File: src/core/b3v_cfg.svh
// constants for the third step-down converter control register
// assumes an 8-bit subaddressed register port and a 25 MHz system clock
`ifndef B3V_CFG_SVH
`define B3V_CFG_SVH

`define B3V_SUBADDR 8'h18
`define B3V_RESET_VAL 8'h1F
`define B3V_PSKIP_RST 1'b1
`define B3V_PSKIP_BIT 7
`define B3V_RSVD_BIT 6
`define B3V_CODE_MSB 5
`define B3V_CODE_LSB 0
`define B3V_CLK_HZ 25000000
`define B3V_BLANK_MS 5
`define B3V_BLANK_CYC ((`B3V_CLK_HZ / 1000) * `B3V_BLANK_MS)

`endif

File: src/core/b3v_pkg.sv
// types for the third step-down converter control register
// assumes b3v_cfg.svh provides the numeric constants
package b3v_pkg;

  // one register access from the serial register interface
  typedef struct packed {
    logic wr;
    logic rd;
    logic [7:0] addr;
    logic [7:0] wdata;
  } b3v_req_t;

  // converter controls handed to the power stage
  typedef struct packed {
    logic pulse_skip_enable;
    logic [5:0] buck3_voltage_code;
  } b3v_ctrl_t;

  typedef enum logic [1:0] {
    B3V_LOAD_DEFAULT,
    B3V_RUN
  } b3v_state_t;

endpackage

File: src/core/b3v_blank_timer.sv
// blanking interval timer for the converter voltage monitors
// assumes start is a one-cycle pulse in the system clock domain
`timescale 1ns/1ps
module b3v_blank_timer #(
  parameter int unsigned CYCLES = 125000
) (
  input wire logic i_clk,   // system clock
  input wire logic i_srst,  // synchronous reset, active high
  input wire logic i_ce,    // clock enable
  input wire logic i_start, // restart the interval
  output logic o_active     // interval running
);

  localparam int unsigned W = $clog2(CYCLES + 1);
  logic [W-1:0] cnt_r;

  initial begin
    if (CYCLES < 1) begin
      $error("blank timer needs at least one cycle");
    end
  end

  // a new write restarts the full interval, so monitoring stays quiet after the last one
  always_ff @(posedge i_clk) begin
    if (i_srst) begin
      cnt_r <= '0;
      o_active <= 1'b0;
    end else if (i_ce) begin
      if (i_start) begin
        cnt_r <= W'(CYCLES - 1);
        o_active <= 1'b1;
      end else if (cnt_r != '0) begin
        cnt_r <= cnt_r - W'(1);
      end else begin
        o_active <= 1'b0;
      end
    end
  end

endmodule

File: src/core/b3v_reg.sv
// third step-down converter control register: voltage code and pulse-skip mode
// assumes single-cycle register strobes from the serial interface decoder,
// an unlock flag from the password logic and a level from the default resistor
`timescale 1ns/1ps
`include "b3v_cfg.svh"

////////////////////////////////////////////////////////////////////////////////
module b3v_reg #(
  parameter int unsigned BLANK_CYCLES = `B3V_BLANK_CYC
) (
  input wire logic I_SYS_CLK,               // system clock, 25 MHz
  input wire logic I_SRST,                  // synchronous reset, active high
  input wire logic I_CE,                    // clock enable, freezes all state
  input wire b3v_pkg::b3v_req_t I_REQ,      // register access strobe
  input wire logic I_UNLOCKED,              // password unlock completed
  input wire logic I_DEFAULT_LOAD,          // pulse: apply resistor default
  input wire logic [5:0] I_DEFAULT_CODE,    // code chosen by default resistor
  input wire logic I_UV_FAULT_RAW,          // raw under-voltage detect
  input wire logic I_OV_FAULT_RAW,          // raw over-voltage detect
  output logic [7:0] O_RDATA,               // read data
  output logic O_RVALID,                    // read data valid, one cycle
  output logic O_WR_ACCEPTED,               // write taken, one cycle
  output b3v_pkg::b3v_ctrl_t O_CTRL,        // converter controls
  output logic O_BLANKING,                  // monitors blanked
  output logic O_UV_FAULT,                  // qualified under-voltage fault
  output logic O_OV_FAULT                   // qualified over-voltage fault
);
  import b3v_pkg::*;

  initial begin
    // a zero interval would leave only the write cycle itself masked
    if (BLANK_CYCLES < 1) begin
      $error("blanking needs at least one cycle");
    end
    // the field functions assume a six-bit code below the reserved and mode bits
    if (`B3V_CODE_MSB - `B3V_CODE_LSB != 5) begin
      $error("voltage code field must be six bits wide");
    end
    if (`B3V_PSKIP_BIT <= `B3V_RSVD_BIT || `B3V_RSVD_BIT <= `B3V_CODE_MSB) begin
      $error("field positions out of order");
    end
  end

  //////////////////////////////////////////////////////////////////////////////
  // decode

  function automatic logic hit(input b3v_req_t r);
    return r.addr == `B3V_SUBADDR;
  endfunction

  // pulse-skip field of a write word
  function automatic logic wr_pskip(input logic [7:0] w);
    return w[`B3V_PSKIP_BIT];
  endfunction

  // voltage code field of a write word; the reserved bit is dropped here
  function automatic logic [5:0] wr_code(input logic [7:0] w);
    return w[`B3V_CODE_MSB:`B3V_CODE_LSB];
  endfunction

  // read word as the host sees it, reserved bit forced low
  function automatic logic [7:0] rd_word(input logic p, input logic [5:0] c);
    logic [7:0] w;
    w = 8'h00;
    w[`B3V_PSKIP_BIT] = p;
    w[`B3V_RSVD_BIT] = 1'b0;
    w[`B3V_CODE_MSB:`B3V_CODE_LSB] = c;
    return w;
  endfunction

  logic wr_hit;
  logic rd_hit;
  logic wr_ok;
  // a locked write leaves no trace: no field change, no accept pulse, no blanking
  assign wr_hit = I_REQ.wr && hit(I_REQ);
  assign rd_hit = I_REQ.rd && hit(I_REQ);
  assign wr_ok = wr_hit && I_UNLOCKED;

  //////////////////////////////////////////////////////////////////////////////
  // register fields

  // state remembers whether the resistor default may still be applied
  logic pskip_r;
  logic [5:0] code_r;
  b3v_state_t state_r;

  // resistor default replaces the nominal code once, after reset
  always_ff @(posedge I_SYS_CLK) begin
    if (I_SRST) begin
      state_r <= B3V_LOAD_DEFAULT;
    end else if (I_CE) begin
      unique case (state_r)
        B3V_LOAD_DEFAULT: begin
          if (wr_ok || I_DEFAULT_LOAD) begin
            state_r <= B3V_RUN;
          end
        end
        B3V_RUN: begin
          state_r <= B3V_RUN;
        end
      endcase
    end
  end

  // mode bit: 0 forces fixed-frequency switching, 1 lets light load skip pulses
  always_ff @(posedge I_SYS_CLK) begin
    if (I_SRST) begin
      pskip_r <= `B3V_PSKIP_RST;
    end else if (I_CE) begin
      if (wr_ok) begin
        pskip_r <= wr_pskip(I_REQ.wdata);
      end
    end
  end

  // a write in the same cycle as the default pulse wins: the host asked for it last
  always_ff @(posedge I_SYS_CLK) begin
    if (I_SRST) begin
      code_r <= 6'(`B3V_RESET_VAL);
    end else if (I_CE) begin
      if (wr_ok) begin
        code_r <= wr_code(I_REQ.wdata);
      end else if (I_DEFAULT_LOAD && state_r == B3V_LOAD_DEFAULT) begin
        code_r <= I_DEFAULT_CODE;
      end
    end
  end

  //////////////////////////////////////////////////////////////////////////////
  // read path and outputs

  // accept and valid pulses stand for exactly one enabled cycle
  always_ff @(posedge I_SYS_CLK) begin
    if (I_SRST) begin
      O_RVALID <= 1'b0;
    end else if (I_CE) begin
      O_RVALID <= rd_hit;
    end
  end

  always_ff @(posedge I_SYS_CLK) begin
    if (I_SRST) begin
      O_WR_ACCEPTED <= 1'b0;
    end else if (I_CE) begin
      O_WR_ACCEPTED <= wr_ok;
    end
  end

  // read data holds the last read word, so a slow host may fetch it late
  always_ff @(posedge I_SYS_CLK) begin
    if (I_SRST) begin
      O_RDATA <= 8'h00;
    end else if (I_CE) begin
      if (rd_hit) begin
        O_RDATA <= rd_word(pskip_r, code_r);
      end
    end
  end

  // the power stage sees one registered word, one cycle behind the fields
  always_ff @(posedge I_SYS_CLK) begin
    if (I_SRST) begin
      O_CTRL <= '0;
    end else if (I_CE) begin
      O_CTRL <= '{pulse_skip_enable: pskip_r, buck3_voltage_code: code_r};
    end
  end

  //////////////////////////////////////////////////////////////////////////////
  // monitor blanking

  logic blank_active;
  // the timer restarts on every accepted write, so the last write sets the end

  b3v_blank_timer #(
    .CYCLES(BLANK_CYCLES)
  ) u_blank (
    .i_clk(I_SYS_CLK),
    .i_srst(I_SRST),
    .i_ce(I_CE),
    .i_start(wr_ok),
    .o_active(blank_active)
  );

  // faults are masked in the write cycle too, before the timer output rises
  logic mask_now;
  assign mask_now = blank_active || wr_ok;

  always_ff @(posedge I_SYS_CLK) begin
    if (I_SRST) begin
      O_BLANKING <= 1'b0;
    end else if (I_CE) begin
      O_BLANKING <= mask_now;
    end
  end

  // a fault still present when blanking ends shows on the next edge
  always_ff @(posedge I_SYS_CLK) begin
    if (I_SRST) begin
      O_UV_FAULT <= 1'b0;
    end else if (I_CE) begin
      O_UV_FAULT <= I_UV_FAULT_RAW && !mask_now;
    end
  end

  always_ff @(posedge I_SYS_CLK) begin
    if (I_SRST) begin
      O_OV_FAULT <= 1'b0;
    end else if (I_CE) begin
      O_OV_FAULT <= I_OV_FAULT_RAW && !mask_now;
    end
  end

endmodule

File: config.mk
export PLATFORM = sky130hd
export DESIGN_NAME = b3v_reg
export DESIGN_NICKNAME = d
export VERILOG_FILES = /design/src/core/b3v_pkg.sv /design/src/core/b3v_blank_timer.sv /design/src/core/b3v_reg.sv
export VERILOG_INCLUDE_DIRS = /design/src /design/src/core
export SDC_FILE = /design/constraint.sdc
export NUM_CORES = 1
export LEC_CHECK = 0
export BUFFER_PORTS_ARGS = -buffer_cell sky130_fd_sc_hd__buf_4
export CAP_MARGIN = 20
export CORE_ASPECT_RATIO = 1.1
export CORE_MARGIN = 2
export CORE_UTILIZATION = 50
export DETAILED_ROUTE_END_ITERATION = 8
export PLACE_DENSITY = 0.81
export SYNTH_ARGS = -nofsm -noshare
export SYNTH_HDL_FRONTEND = slang
export SYNTH_HIERARCHICAL = 1
export SYNTH_SLANG_ARGS = --single-unit
File: constraint.sdc
create_clock -name I_SYS_CLK -period 2.57 [get_ports I_SYS_CLK]
set_input_delay 0.3855 -clock I_SYS_CLK [delete_from_list [all_inputs] [get_ports I_SYS_CLK]]
set_output_delay 0.3855 -clock I_SYS_CLK [all_outputs]
set_load 0.01 [all_outputs]
==> results of run 1 <==
-- worst max path at each step --
stage                                   end  cells past startpoint             start
after CTS                 u_blank/cnt_r[11]                      7  u_blank/cnt_r[0]
final                     u_blank/cnt_r[11]                      7  u_blank/cnt_r[0]
after floorplan           u_blank/cnt_r[11]                      6              I_CE
after global placement     u_blank/cnt_r[9]                      7  u_blank/cnt_r[0]
after global routing      u_blank/cnt_r[11]                      7  u_blank/cnt_r[0]
after detailed placement  u_blank/cnt_r[13]                      7  u_blank/cnt_r[0]
-- cell usage in the layout (no fill, tap or decap), types with 2 or more instances in the layout --
| master | netlist | layout |
|---|---|---|
| sky130_fd_sc_hd__or4b_1 | 4 | 4 |
| sky130_fd_sc_hd__nor4_1 | 5 | 5 |
| sky130_fd_sc_hd__and4_1 | 3 | 3 |
| sky130_fd_sc_hd__buf_4 | 4 | 51 |
| sky130_fd_sc_hd__nand2_1 | 17 | 17 |
| sky130_fd_sc_hd__nand2b_1 | 2 | 2 |
| sky130_fd_sc_hd__o21ai_0 | 2 | 2 |
| sky130_fd_sc_hd__a2bb2oi_1 | 2 | 2 |
| sky130_fd_sc_hd__a211o_1 | 2 | 2 |
| sky130_fd_sc_hd__mux2i_1 | 19 | 19 |
| sky130_fd_sc_hd__o31ai_1 | 5 | 5 |
| sky130_fd_sc_hd__nor2_1 | 25 | 25 |
| sky130_fd_sc_hd__or4_4 | 2 | 2 |
| sky130_fd_sc_hd__a21oi_1 | 22 | 22 |
| sky130_fd_sc_hd__dfxtp_1 | 45 | 45 |
| sky130_fd_sc_hd__clkbuf_8 | 0 | 5 |
| sky130_fd_sc_hd__a211oi_1 | 4 | 4 |
| sky130_fd_sc_hd__nand3_1 | 7 | 7 |
| sky130_fd_sc_hd__nor4b_2 | 2 | 2 |
| sky130_fd_sc_hd__nand4_1 | 7 | 7 |
| sky130_fd_sc_hd__nand3b_1 | 8 | 8 |
| sky130_fd_sc_hd__o21ai_1 | 4 | 4 |
| sky130_fd_sc_hd__a31oi_1 | 4 | 4 |
| sky130_fd_sc_hd__or3_1 | 9 | 9 |
| sky130_fd_sc_hd__inv_1 | 6 | 6 |
| sky130_fd_sc_hd__or4_1 | 4 | 4 |
| sky130_fd_sc_hd__nor3_1 | 5 | 5 |
-- cells in the mapped netlist (all sizes together) (2+ instances only) --
cell type and instances:
clkbuf 8, a21oi 22, buf 11, and4 3, a211o 2, nor4b 2
nand3 7, a2bb2oi 2, nand2 18, or4b 5, dfxtp 45, nor2 25
nor3 5, nand2b 2, nand3b 8, or4 6, inv 6, nand4 7
nor4 6, a31oi 4, mux2i 19, or3 9, o31ai 5, o21ai 6
a211oi 4
-- cell families after synthesis --
group           Yosys count  synth area share [%]
buf+inv                  26                  6.08
other cells               1                 0.174
simple gates            107                  29.1
mux                      19                  8.80
fa+ha+maj                 1                 0.579
compound gates           48                  13.6
flops                    45                  41.7
-- power groups by stage --
stage          sequential, W  combinational [W]  clock, W
6_report            0.000888           0.000832  0.000451
5_1_grt             0.000903           0.000935  0.000487
4_1_cts             0.000886           0.000833  0.000463
3_5_place_dp        0.000903           0.000828         0
3_3_place_gp        0.000896           0.000808         0
2_1_floorplan       0.000882           0.000682         0
-- critical path: stages (launching register included) --
cell and delay, ns:
sky130_fd_sc_hd__dfxtp_1 0.36, sky130_fd_sc_hd__inv_1 0.07, sky130_fd_sc_hd__ha_1 0.20, sky130_fd_sc_hd__or4b_2 0.61
sky130_fd_sc_hd__nor4_2 0.37, sky130_fd_sc_hd__buf_4 0.25, sky130_fd_sc_hd__or3_1 0.12, sky130_fd_sc_hd__a31oi_1 0.08
-- final cells by class --
cell class / instances / share of cell area [%]
well taps: 54 / 2.60
clock buffers: 5 / 2.65
inverters: 7 / 1.01
repair buffers: 51 / 14.7
multi-input cells: 176 / 43.4
clock inverters: 3 / 0.962
flip-flops and latches: 45 / 34.6
-- flip-flops by register name (all words and copies together) (netlist names), 6 cells and up --
register,flops
O_CTRL,7
O_RDATA,7
code_r,6
u_blank/cnt_r,17
-- metrics by stage --
| step | instances | power, W | worst slack (ns) | util [%] | instance area, sq um |
|---|---|---|---|---|---|
| 2_1_floorplan | 247 | 0.00156 | 0.506 | - | 2160 |
| 4_1_cts | 341 | 0.00218 | 0.398 | 61.6 | 2600 |
| 5_1_grt | 341 | 0.00233 | 0.304 | 61.6 | 2600 |
| 3_3_place_gp | 333 | 0.00170 | 0.479 | 59.3 | 2510 |
| 6_report | 341 | 0.00217 | 0.384 | 61.6 | 2600 |
| 3_5_place_dp | 333 | 0.00173 | 0.420 | 59.3 | 2510 |
-- metal layers --
layer / up-vias / global-route usage, %
li1: 980 / -
met1: 901 / 24.9
met2: 55 / 35.2
met3: 6 / 5.09
met4: 0 / 6.12
met5: - / 0
==> metrics.sh, run 1 <==
RESULT_OF_THE_RUN='complete, no violations'
VIAS_IN_THE_FIRST_GLOBAL_ROUTE=1737
POWER-PER-CELL-AREA_mW_PER_MM2=835
GRT_FIRST_PASS_WIRELENGTH_UM=7710
GRT_START_MAX_NET_PINS=43
SYN-NUM-NETS=279
SWITCHINGPOWER_W=0.000797
DETAIL_ROUTE.FIRST_PASS.ITERATIONS=5
GLOBALPLACE.CONGESTION=0.768
DRTITER0DRC=160
WORST-R2R-CELL-COUNT=7
POST_CTS_HOLD_BUFFER_COUNT=0
CLKPWRFRAC_PCT=20.8
SYNTHESIS.AREA_PER_INSTANCE_SQ_UM=8.75
SYNTH-SEQ-CELLS=45
FIN_NETS=318
WHS_NS=0.327
SEQUENTIAL_FRACTION_OF_THE_SYNTHESIS_AREA_PCT=41.7
ANTENNA_FOUND_INITIAL=0
INTPOWER_W=0.00137
PERIOD_MINUS_SLACK_NS=2.19
SYNTH_AREA_LEADERS='sky130_fd_sc_hd__dfxtp_1, sky130_fd_sc_hd__mux2i_1, sky130_fd_sc_hd__a21oi_1, sky130_fd_sc_hd__nor2_1, sky130_fd_sc_hd__nand2_1'
KIND_OF_CRITICAL_PATH='flop to flop'
ANTENNA_CELLS=0
DETAIL_ROUTE.DRC_VIOLATIONS=0
PLACEMENTROWS=25
ROUTEDLENGTHMET1_UM=2100
TOPROUTINGLAYERUSED='met4'
TIMING.FINAL.HOLD_VIOLATIONS=0
REGISTER_AREA_SQ_UM=901
CLOCK_TREE.ROOT_CELL='sky130_fd_sc_hd__clkbuf_8'
WORSTHOLDENDPOINT='code_r[2]'
SYNTH-WARNING-COUNT=6
TIMING.CRITICAL_PATH.FANOUT_MAX=10
P_LEAK_nW=1.05
DIE_AREA_SQ_MM=0.00486
HOLDCRITPATHCLASS='input port to flop'
FLOORPLAN.DIE.WIDTH_UM=66.7
NUMPORTBUFFERS=48
POST_SYNTH_DESIGN_CELL_AREA_SQ_MM=0.00216
CLKLATENCYLATEPIN_NS=0.30
RATIO_OF_CELLS_WITH_DRIVE_ABOVE_1_IN_THE_FINAL_LAYOUT_PCT=23.0
LEADING_REGISTER_CELL_TYPE_OUT_OF_SYNTHESIS='sky130_fd_sc_hd__dfxtp_1'
COMBPWRFRAC_PCT=38.3
HOLD_DEPTH=3
SYNTH_EDF_COUNT=0
MAX_CAP_VIOLATIONS=0
SYN2LAYOUT_AREA_GROWTH_PCT=20.3
CRIT_ARRIVAL_NS=2.36
YOSYSUNIQUECELLTYPES=43
FMAX_MHz=458
CTS.SINK_COUNT=45
REGTOREGSTARTPOINT='u_blank/cnt_r[0]'
CORE_AREA_SQ_MM=0.00422
FINAL_MAX_SLEW_VIOL_COUNT=0
HP-START='I_REQ[2]'
ROUTE.ANTENNA.REMAINING_NETS=0
AREA_OF_THE_MULTI_INPUT_GATES_SQ_MM=0.00113
YOSYS.AREA.TOP_TYPE_SHARE_PCT=41.7
CRITICAL_PATH.ENDPOINT_TYPE='flop'
REQ_TIME_CRIT_PATH_NS=2.74
TOTAL_GRT_OVERFLOW=0
WIRE_PER_INST_UM=14.2
SYNTH_TOP_AREA_CELL='sky130_fd_sc_hd__dfxtp_1'
TIMING.FINAL.SETUP_VIOLATIONS=0
I_O_PINS=51
ROUTE.MET3.WL_UM=349
WORST_SETUP_PATH_START_KIND='flop'
NUM_VIAS=1942
POWER.SEQUENTIAL.FRACTION_PCT=40.9
TNS_NS=0
CLK_PATH_BUF_DEPTH=2
FF2FF_SETUP_SLACK_NS=0.38
FIN_CRIT_SH_PCT=85.0
FINAL.FILL_COUNT=381
HPWL_UM=3390
CLOCK-SKEW-FINAL_NS=0.00670
CTS-HTREE-LEVELS=2
P_SW_SHARE_PCT=36.7
STARTING_UTILIZATION_OF_THE_CORE_AREA_PCT=51.2
CLK_TRANSITION_REPORTED_PATHS_NS=0.09
GRT_USE_TOTAL_PCT=20.4
CTS.REPAIR.RESIZED=0
POSTSYNTH.ASYNCRESETSHARE_PCT=0
REGTOREGENDPOINT='u_blank/cnt_r[11]'
POST_DRT_VIA_CELL_RATIO=5.70
SETUP_REPAIR_AFTER_GLOBAL_ROUTING_MISSED_ITS_MARGIN='no'
CTS_SETUP_BUFFERS=0
ROUTED-WL-MET2_UM=2340
CTS_TREE='built'
CTS_MADE_BUFFERS=5
NUMBER_OF_INSTANCES_IN_THE_SYNTHESIZED_NETLIST=247
DIE-HEIGHT_UM=72.9
MAX_IR_DROP_VDD_mV=0.543
FINALWIRELENGTH_UM=4840
(Power assumes the default switching activity.)
==> inputs of run 2 (changes only) <==
- BUFFER_PORTS_ARGS: -buffer_cell sky130_fd_sc_hd__buf_4 -> -buffer_cell sky130_fd_sc_hd__buf_2
- CORE_MARGIN: 2 -> default
==> metrics.sh, run 2 (synthesis gave the netlist of run 1 again) <==
RESULT_OF_THE_RUN='complete, no violations'  # unchanged
FMAX_MHz=461  # was 458 MHz
ROUTE.ANTENNA.REMAINING_NETS=0  # unchanged
DRTITER0DRC=105  # was 160
CTS_SETUP_BUFFERS=0  # unchanged
FLOORPLAN.DIE.WIDTH_UM=64.7  # was 66.7 um
DPL_CELL_AREA_SQ_MM=0.00240  # was 0.00251 sq mm
NUM_VIAS=1976  # was 1942
WIRE_PER_INST_UM=14.3  # was 14.2 um
TNS_NS=0  # unchanged
FIN_CRIT_SH_PCT=84.5  # was 85.0%
INSTANCE_COUNT_AFTER_PLACEMENT_WITH_TAP_CELLS_INCLUDED=333  # unchanged
POST_DRT_VIA_CELL_RATIO=5.79  # was 5.70
ANTENNA_CELLS=0  # unchanged
LAYOUT.CELLS.MOST_COMMON='sky130_fd_sc_hd__buf_2'  # was sky130_fd_sc_hd__buf_4
CTS.REPAIR.RESIZED=0  # unchanged
SETUP_REPAIR_AFTER_GLOBAL_ROUTING_MISSED_ITS_MARGIN='no'  # unchanged
CTS_TREE='built'  # unchanged
CLK_PATH_BUF_DEPTH=2  # unchanged
RATIO_OF_CELLS_WITH_DRIVE_ABOVE_1_IN_THE_FINAL_LAYOUT_PCT=23.5  # was 23.0%
HP-START='I_REQ[4]'  # was I_REQ[2]
GLOBALPLACE.CONGESTION=0.834  # was 0.768
FF2FF_SETUP_SLACK_NS=0.40  # was 0.38 ns
POST_CTS_HOLD_BUFFER_COUNT=0  # unchanged
CRITICAL_PATH.ENDPOINT_TYPE='flop'  # unchanged
FIN_NETS=320  # was 318
TIMING.FINAL.HOLD_VIOLATIONS=0  # unchanged
CTS-HTREE-LEVELS=2  # unchanged
STARTING_UTILIZATION_OF_THE_CORE_AREA_PCT=53.3  # was 51.2%
WORSTMARGINPINSLEW_NS=0.729
DETAIL_ROUTE.FIRST_PASS.ITERATIONS=4  # was 5
FINAL.FILL_COUNT=341  # was 381
FINALWIRELENGTH_UM=4860  # was 4840 um
POWER-PER-CELL-AREA_mW_PER_MM2=869  # was 835 mW/mm^2
HPWL_UM=3380  # was 3390 um
TIMING.CRITICAL_PATH.FANOUT_MAX=10  # unchanged
WORSTHOLDENDPOINT='code_r[4]'  # was code_r[2]
FIN_TOTAL_PWR_W=0.00216  # was 0.00217 W
CLOCK_TREE.ROOT_CELL='sky130_fd_sc_hd__clkbuf_8'  # unchanged
I_O_PINS=51  # unchanged
REQ_TIME_CRIT_PATH_NS=2.72  # was 2.74 ns
GRT_FIRST_PASS_WIRELENGTH_UM=8320  # was 7710 um
MAX_CAP_VIOLATIONS=0  # unchanged
SYN2LAYOUT_AREA_GROWTH_PCT=15.2  # was 20.3%
DIE_AREA_SQ_MM=0.00459  # was 0.00486 sq mm
MAX_IR_DROP_VDD_mV=0.608  # was 0.543 mV
HOLDCRITPATHCLASS='input port to flop'  # unchanged
CORE_AREA_SQ_MM=0.00405  # was 0.00422 sq mm
POSTLAYOUTCELLAREA_SQ_MM=0.00249  # was 0.00260 sq mm
CRIT_ARRIVAL_NS=2.33  # was 2.36 ns
GRT_USE_TOTAL_PCT=22.9  # was 20.4%
TIMING.FINAL.SETUP_VIOLATIONS=0  # unchanged
CLKLATENCYLATEPIN_NS=0.30  # about the same
FINAL_MAX_SLEW_VIOL_COUNT=0  # unchanged
WORST_SETUP_PATH_START_KIND='flop'  # unchanged
CTS.SINK_COUNT=45  # unchanged
TOTAL_GRT_OVERFLOW=0  # unchanged
CLK_TRANSITION_REPORTED_PATHS_NS=0.09  # about the same
CLOCK-SKEW-FINAL_NS=0.00710  # was 0.00670 ns
CTS_MADE_BUFFERS=5  # unchanged
VIAS_IN_THE_FIRST_GLOBAL_ROUTE=1860  # was 1737
PERIOD_MINUS_SLACK_NS=2.17  # was 2.19 ns
LAYOUT_COMMON_CELLS='sky130_fd_sc_hd__buf_2, sky130_fd_sc_hd__dfxtp_1, sky130_fd_sc_hd__nor2_1, sky130_fd_sc_hd__a21oi_1, sky130_fd_sc_hd__mux2i_1'  # was sky130_fd_sc_hd__buf_4, sky130_fd_sc_hd__dfxtp_1, sky130_fd_sc_hd__nor2_1, sky130_fd_sc_hd__a21oi_1, sky130_fd_sc_hd__mux2i_1
HOLD_DEPTH=3  # unchanged
REGTOREGSTARTPOINT='u_blank/cnt_r[0]'  # unchanged
GRT_START_MAX_NET_PINS=43  # unchanged
NUMPORTBUFFERS=48  # unchanged
LARGESTREGISTERS='u_blank/cnt_r (17), O_CTRL (7), O_RDATA (7)'  # unchanged
PLACEMENTROWS=24  # was 25
DIE-HEIGHT_UM=70.9  # was 72.9 um
ANTENNA_FOUND_INITIAL=0  # unchanged
MAXSLEWHEADROOM_PCT=51.4
WORST_SETUP_PATH_STARTPOINT='u_blank/cnt_r[0]'  # unchanged
LARGEST-REGISTER='u_blank/cnt_r'  # unchanged
P_LEAK_nW=1.03  # was 1.05 nW
WORST-R2R-CELL-COUNT=7  # unchanged
DETAIL_ROUTE.DRC_VIOLATIONS=0  # unchanged
NUMBER_OF_FLIP_FLOPS_UNDER_THE_LARGEST_REGISTER_NAME=17  # unchanged
REGTOREGENDPOINT='u_blank/cnt_r[11]'  # unchanged
POST_LAYOUT_CELL_COUNT=341  # unchanged
KIND_OF_CRITICAL_PATH='flop to flop'  # unchanged
-- run 2: cell count changes in the layout (fill, tap and decap cells not counted) --
cell / delta
sky130_fd_sc_hd__clkinv_2: +1
sky130_fd_sc_hd__buf_2: +48
sky130_fd_sc_hd__clkinv_4: -1
sky130_fd_sc_hd__buf_4: -46
-- run 2: how the worst max path moves through the flow --
stage | end | cells after the start
2_1_floorplan | u_blank/cnt_r[11] | 6
3_3_place_gp | u_blank/cnt_r[11] | 7
3_5_place_dp | u_blank/cnt_r[11] | 7
4_1_cts | u_blank/cnt_r[11] | 7
5_1_grt | u_blank/cnt_r[13] | 7
6_report | u_blank/cnt_r[11] | 7
-- run 2: power breakdown --
part / switching [W] / leakage [nW] / internal, W
combinational: 0.000454 / 0.618 / 0.000377
sequential: 0.0000963 / 0.368 / 0.000791
clock: 0.000252 / 0.0445 / 0.000193
-- run 2: layout make-up --
| type | count | area, sq um | share of cell area, % |
|---|---|---|---|
| Clock buffer | 5 | 68.8 | 2.77 |
| Clock inverter | 3 | 21.3 | 0.855 |
| Inverter | 7 | 26.3 | 1.06 |
| Multi-Input combinational cell | 176 | 1130 | 45.3 |
| Sequential cell | 45 | 901 | 36.2 |
| Tap cell | 52 | 65.1 | 2.61 |
| Timing Repair Buffer | 53 | 278 | 11.2 |
-- run 2: through the flow --
stage / hold slack (ns) / worst slack, ns / util [%]
floorplan: 0.456 / 0.506 / -
global placement: 0.455 / 0.450 / 59.2
detailed placement: 0.458 / 0.405 / 59.2
CTS: 0.334 / 0.380 / 61.4
global route: 0.350 / 0.211 / 61.4
finish: 0.331 / 0.399 / 61.4
-- run 2: per-layer routing --
layer	track usage, %	vias to the layer above	wire, um
met3	4.03	4	207
met1	28.0	937	2140
met4	7.41	0	46
li1	-	982	-
met2	40.5	53	2470
met5	0	-	0
-- run 2: critical path, stage by stage (launching register included) --
cell and delay [ns]:
sky130_fd_sc_hd__dfxtp_1 0.35, sky130_fd_sc_hd__inv_1 0.06, sky130_fd_sc_hd__ha_1 0.20, sky130_fd_sc_hd__or4b_2 0.60, sky130_fd_sc_hd__nor4_2 0.36, sky130_fd_sc_hd__buf_4 0.26
sky130_fd_sc_hd__or3_1 0.12, sky130_fd_sc_hd__a31oi_1 0.08
==> inputs of run 3 (changes only) <==
- CORE_UTILIZATION: 50 -> 48
- clock period: 2.57 -> 1.85 ns (I/O delays scaled with it)
==> metrics.sh, run 3 (synthesis gave the netlist of run 1 again) <==
POST_LAYOUT_CELL_COUNT=369  # was 341
DETAIL_ROUTE.DRC_VIOLATIONS=0  # unchanged
FMAX_MHz=506  # was 461 MHz
POST_DRT_VIA_CELL_RATIO=5.56  # was 5.79
ANTENNA_FOUND_INITIAL=0  # unchanged
TIMING.CRITICAL_PATH.MAX_DELAY_FAMILY='simple AND/OR/NAND/NOR gates'  # unchanged
MAX_CAP_VIOLATIONS=0  # unchanged
NUM_VIAS=2052  # was 1976
PERIOD_MINUS_SLACK_NS=1.98  # was 2.17 ns
FIN_NETS=346  # was 320
CLOCK-SKEW-FINAL_NS=0.0125  # was 0.00710 ns
MAX_IR_DROP_VDD_mV=1.04  # was 0.608 mV
REGTOREGSTARTPOINT='u_blank/cnt_r[8]'  # was u_blank/cnt_r[0]
CLOCK_TREE.ROOT_CELL='sky130_fd_sc_hd__clkbuf_8'  # unchanged
FIN_TOTAL_PWR_W=0.00351  # was 0.00216 W
CRIT_ARRIVAL_NS=2.20  # was 2.33 ns
RATIO_OF_CELLS_WITH_DRIVE_ABOVE_1_IN_THE_FINAL_LAYOUT_PCT=33.7  # was 23.5%
CTS.SINK_COUNT=45  # unchanged
CRITICAL_PATH.ENDPOINT_TYPE='flop'  # unchanged
PLACEMENTROWS=25  # was 24
STARTING_UTILIZATION_OF_THE_CORE_AREA_PCT=50.1  # was 53.3%
I_O_PINS=51  # unchanged
CRITICAL_PATH.MOST_COMMON_CELL='sky130_fd_sc_hd__or4_4'
DETAIL_ROUTE.FIRST_PASS.ITERATIONS=4  # unchanged
CTS-HTREE-LEVELS=2  # unchanged
GRT_START_MAX_NET_PINS=36  # was 43
GRT_FIRST_PASS_WIRELENGTH_UM=8090  # was 8320 um
GRT_USE_TOTAL_PCT=21.6  # was 22.9%
TNS_NS=-0.462  # was 0 ns
CTS_TREE='built'  # unchanged
HOLDCRITPATHCLASS='input port to flop'  # unchanged
NUMBER_OF_FLIP_FLOPS_UNDER_THE_LARGEST_REGISTER_NAME=17  # unchanged
POWER.SEQUENTIAL.FRACTION_PCT=33.7  # was 41.0%
TIMING.FINAL.HOLD_VIOLATIONS=0  # unchanged
REQ_TIME_CRIT_PATH_NS=2.07  # was 2.72 ns
DIE-HEIGHT_UM=72.4  # was 70.9 um
CP_NUM_BUF_INV=0  # was 2
GLOBALPLACE.CONGESTION=0.856  # was 0.834
DRTITER0DRC=95  # was 105
SYN2LAYOUT_AREA_GROWTH_PCT=27.9  # was 15.2%
ROUTE.ANTENNA.REMAINING_NETS=0  # unchanged
CLK_TRANSITION_REPORTED_PATHS_NS=0.10  # was 0.09 ns
WIRE_PER_INST_UM=13.8  # was 14.3 um
FINAL_MAX_SLEW_VIOL_COUNT=0  # unchanged
COMBPWRFRAC_PCT=48.5  # was 38.4%
DIE_AREA_SQ_MM=0.00477  # was 0.00459 sq mm
LAYOUT_COMMON_CELLS='sky130_fd_sc_hd__buf_2, sky130_fd_sc_hd__dfxtp_1, sky130_fd_sc_hd__buf_4, sky130_fd_sc_hd__nor2_1, sky130_fd_sc_hd__a21oi_1'  # was sky130_fd_sc_hd__buf_2, sky130_fd_sc_hd__dfxtp_1, sky130_fd_sc_hd__nor2_1, sky130_fd_sc_hd__a21oi_1, sky130_fd_sc_hd__mux2i_1
HP-START='I_REQ[1]'  # was I_REQ[4]
INSTANCE_COUNT_AFTER_PLACEMENT_WITH_TAP_CELLS_INCLUDED=361  # was 333
CLK_PATH_BUF_DEPTH=2  # unchanged
VIAS_IN_THE_FIRST_GLOBAL_ROUTE=1892  # was 1860
SLOWEST_STAGE='sky130_fd_sc_hd__or4_4'  # was sky130_fd_sc_hd__or4b_2
LARGESTREGISTERS='u_blank/cnt_r (17), O_CTRL (7), O_RDATA (7)'  # unchanged
NUMPORTBUFFERS=48  # unchanged
LARGEST-REGISTER='u_blank/cnt_r'  # unchanged
CLKLATENCYLATEPIN_NS=0.30  # about the same
SWITCHINGPOWER_W=0.00126  # was 0.000802 W
CRIT_PATH_CELL_TRACE='or4_4, or4_4, or4_1, a31oi_1'  # was inv_1, ha_1, or4b_2, nor4_2, buf_4, or3_1, a31oi_1
HPWL_UM=3580  # was 3380 um
CTS_MADE_BUFFERS=5  # unchanged
PEAK_PER_STAGE_DELAY_ON_THE_CRITICAL_PATH_NS=0.54  # was 0.60 ns
CLKPWRFRAC_PCT=17.8  # was 20.6%
DPL_CELL_AREA_SQ_MM=0.00262  # was 0.00240 sq mm
CORE_AREA_SQ_MM=0.00432  # was 0.00405 sq mm
TIMING.CRITICAL_PATH.FANOUT_MAX=4  # was 10
TIMING.FINAL.WS_SETUP_NS=-0.128  # was 0.399 ns
INTPOWER_W=0.00225  # was 0.00136 W
WORST_SETUP_PATH_START_KIND='flop'  # unchanged
POSTLAYOUTCELLAREA_SQ_MM=0.00276  # was 0.00249 sq mm
POWER-PER-CELL-AREA_mW_PER_MM2=1270  # was 869 mW/mm^2
SETUP_REPAIR_AFTER_GLOBAL_ROUTING_MISSED_ITS_MARGIN='yes'  # was no
P_SW_SHARE_PCT=35.9  # was 37.1%
FLOORPLAN.DIE.WIDTH_UM=66.0  # was 64.7 um
WHS_NS=0.223  # was 0.331 ns
LAYOUT.CELLS.MOST_COMMON='sky130_fd_sc_hd__buf_2'  # unchanged
FF2FF_SETUP_SLACK_NS=-0.13  # was 0.40 ns
FAILED_CHECKS='negative setup slack'
P_LEAK_nW=1.18  # was 1.03 nW
WORST_SETUP_PATH_STARTPOINT='u_blank/cnt_r[8]'  # was u_blank/cnt_r[0]
KIND_OF_CRITICAL_PATH='flop to flop'  # unchanged
TIMING.FINAL.SETUP_VIOLATIONS=7  # was 0
FIN_CRIT_SH_PCT=107  # was 84.5%
ANTENNA_CELLS=0  # unchanged
POST_CTS_HOLD_BUFFER_COUNT=0  # unchanged
RESULT_OF_THE_RUN='finished, violations left'  # was complete, no violations
TOTAL_GRT_OVERFLOW=0  # unchanged
FINALWIRELENGTH_UM=5090  # was 4860 um
run 3: cell types whose count changed in the layout (fill, tap and decap cells not counted), moves of 2 or more:
cell	previous run	this run
sky130_fd_sc_hd__or3_1	9	7
sky130_fd_sc_hd__dfxtp_2	0	2
sky130_fd_sc_hd__or3_4	0	2
sky130_fd_sc_hd__or4_4	2	5
sky130_fd_sc_hd__a211oi_2	0	2
sky130_fd_sc_hd__or4_1	4	1
sky130_fd_sc_hd__dfxtp_1	45	43
sky130_fd_sc_hd__buf_4	5	29
sky130_fd_sc_hd__a211oi_1	4	2
run 3: worst paths after layout:
path	endpoint	depth (start not counted)
setup / recovery	u_blank/cnt_r[13]	4
hold / removal	code_r[1]	3
setup reg to reg	u_blank/cnt_r[13]	4
hold reg to reg	O_WR_ACCEPTED	2
run 3: power groups by stage:
stage / Combinational, W / Clock, W / Sequential (W)
after global routing: 0.00184 / 0.000678 / 0.00120
after CTS: 0.00163 / 0.000643 / 0.00118
after detailed placement: 0.00153 / 0 / 0.00120
after floorplan: 0.00100 / 0 / 0.00123
after global placement: 0.00149 / 0 / 0.00119
final: 0.00170 / 0.000625 / 0.00118
run 3: per-layer routing:
layer	up-vias	GRT usage (%)	share of wire (%)
li1	1038	-	-
met1	944	24.3	44
met2	63	39.0	49
met3	7	4.56	6.3
met4	0	8.75	1.2
met5	-	0	0
run 3: area by class of cell:
cell class                 instances  area [sq um]
sequential                        45           903
tap                               54          67.6
timing repair buffer              79           489
fill                             364          1550
multi-input combinational        176          1180
clock inverter                     3          25.0
clock buffer                       5          68.8
inverter                           7          26.3
run 3: through the flow:
stage | util (%) | setup slack [ns]
2_1_floorplan | - | -0.174
3_3_place_gp | 60.7 | -0.0877
3_5_place_dp | 60.7 | -0.199
4_1_cts | 63.4 | -0.130
5_1_grt | 64.0 | -0.187
6_report | 64.0 | -0.128
run 3: what timing repair did:
action / 4_1_cts / 5_1_grt
pin swaps: 2 / 2
resized for setup: 4 / 7
setup buffers: 0 / 0
endpoints found under the setup margin: 11 / 14
run 3: tightest hold or removal path: stages:
cell	delay, ns
sky130_fd_sc_hd__buf_2	0.08
sky130_fd_sc_hd__nand3_1	0.07
sky130_fd_sc_hd__nand3b_1	0.08
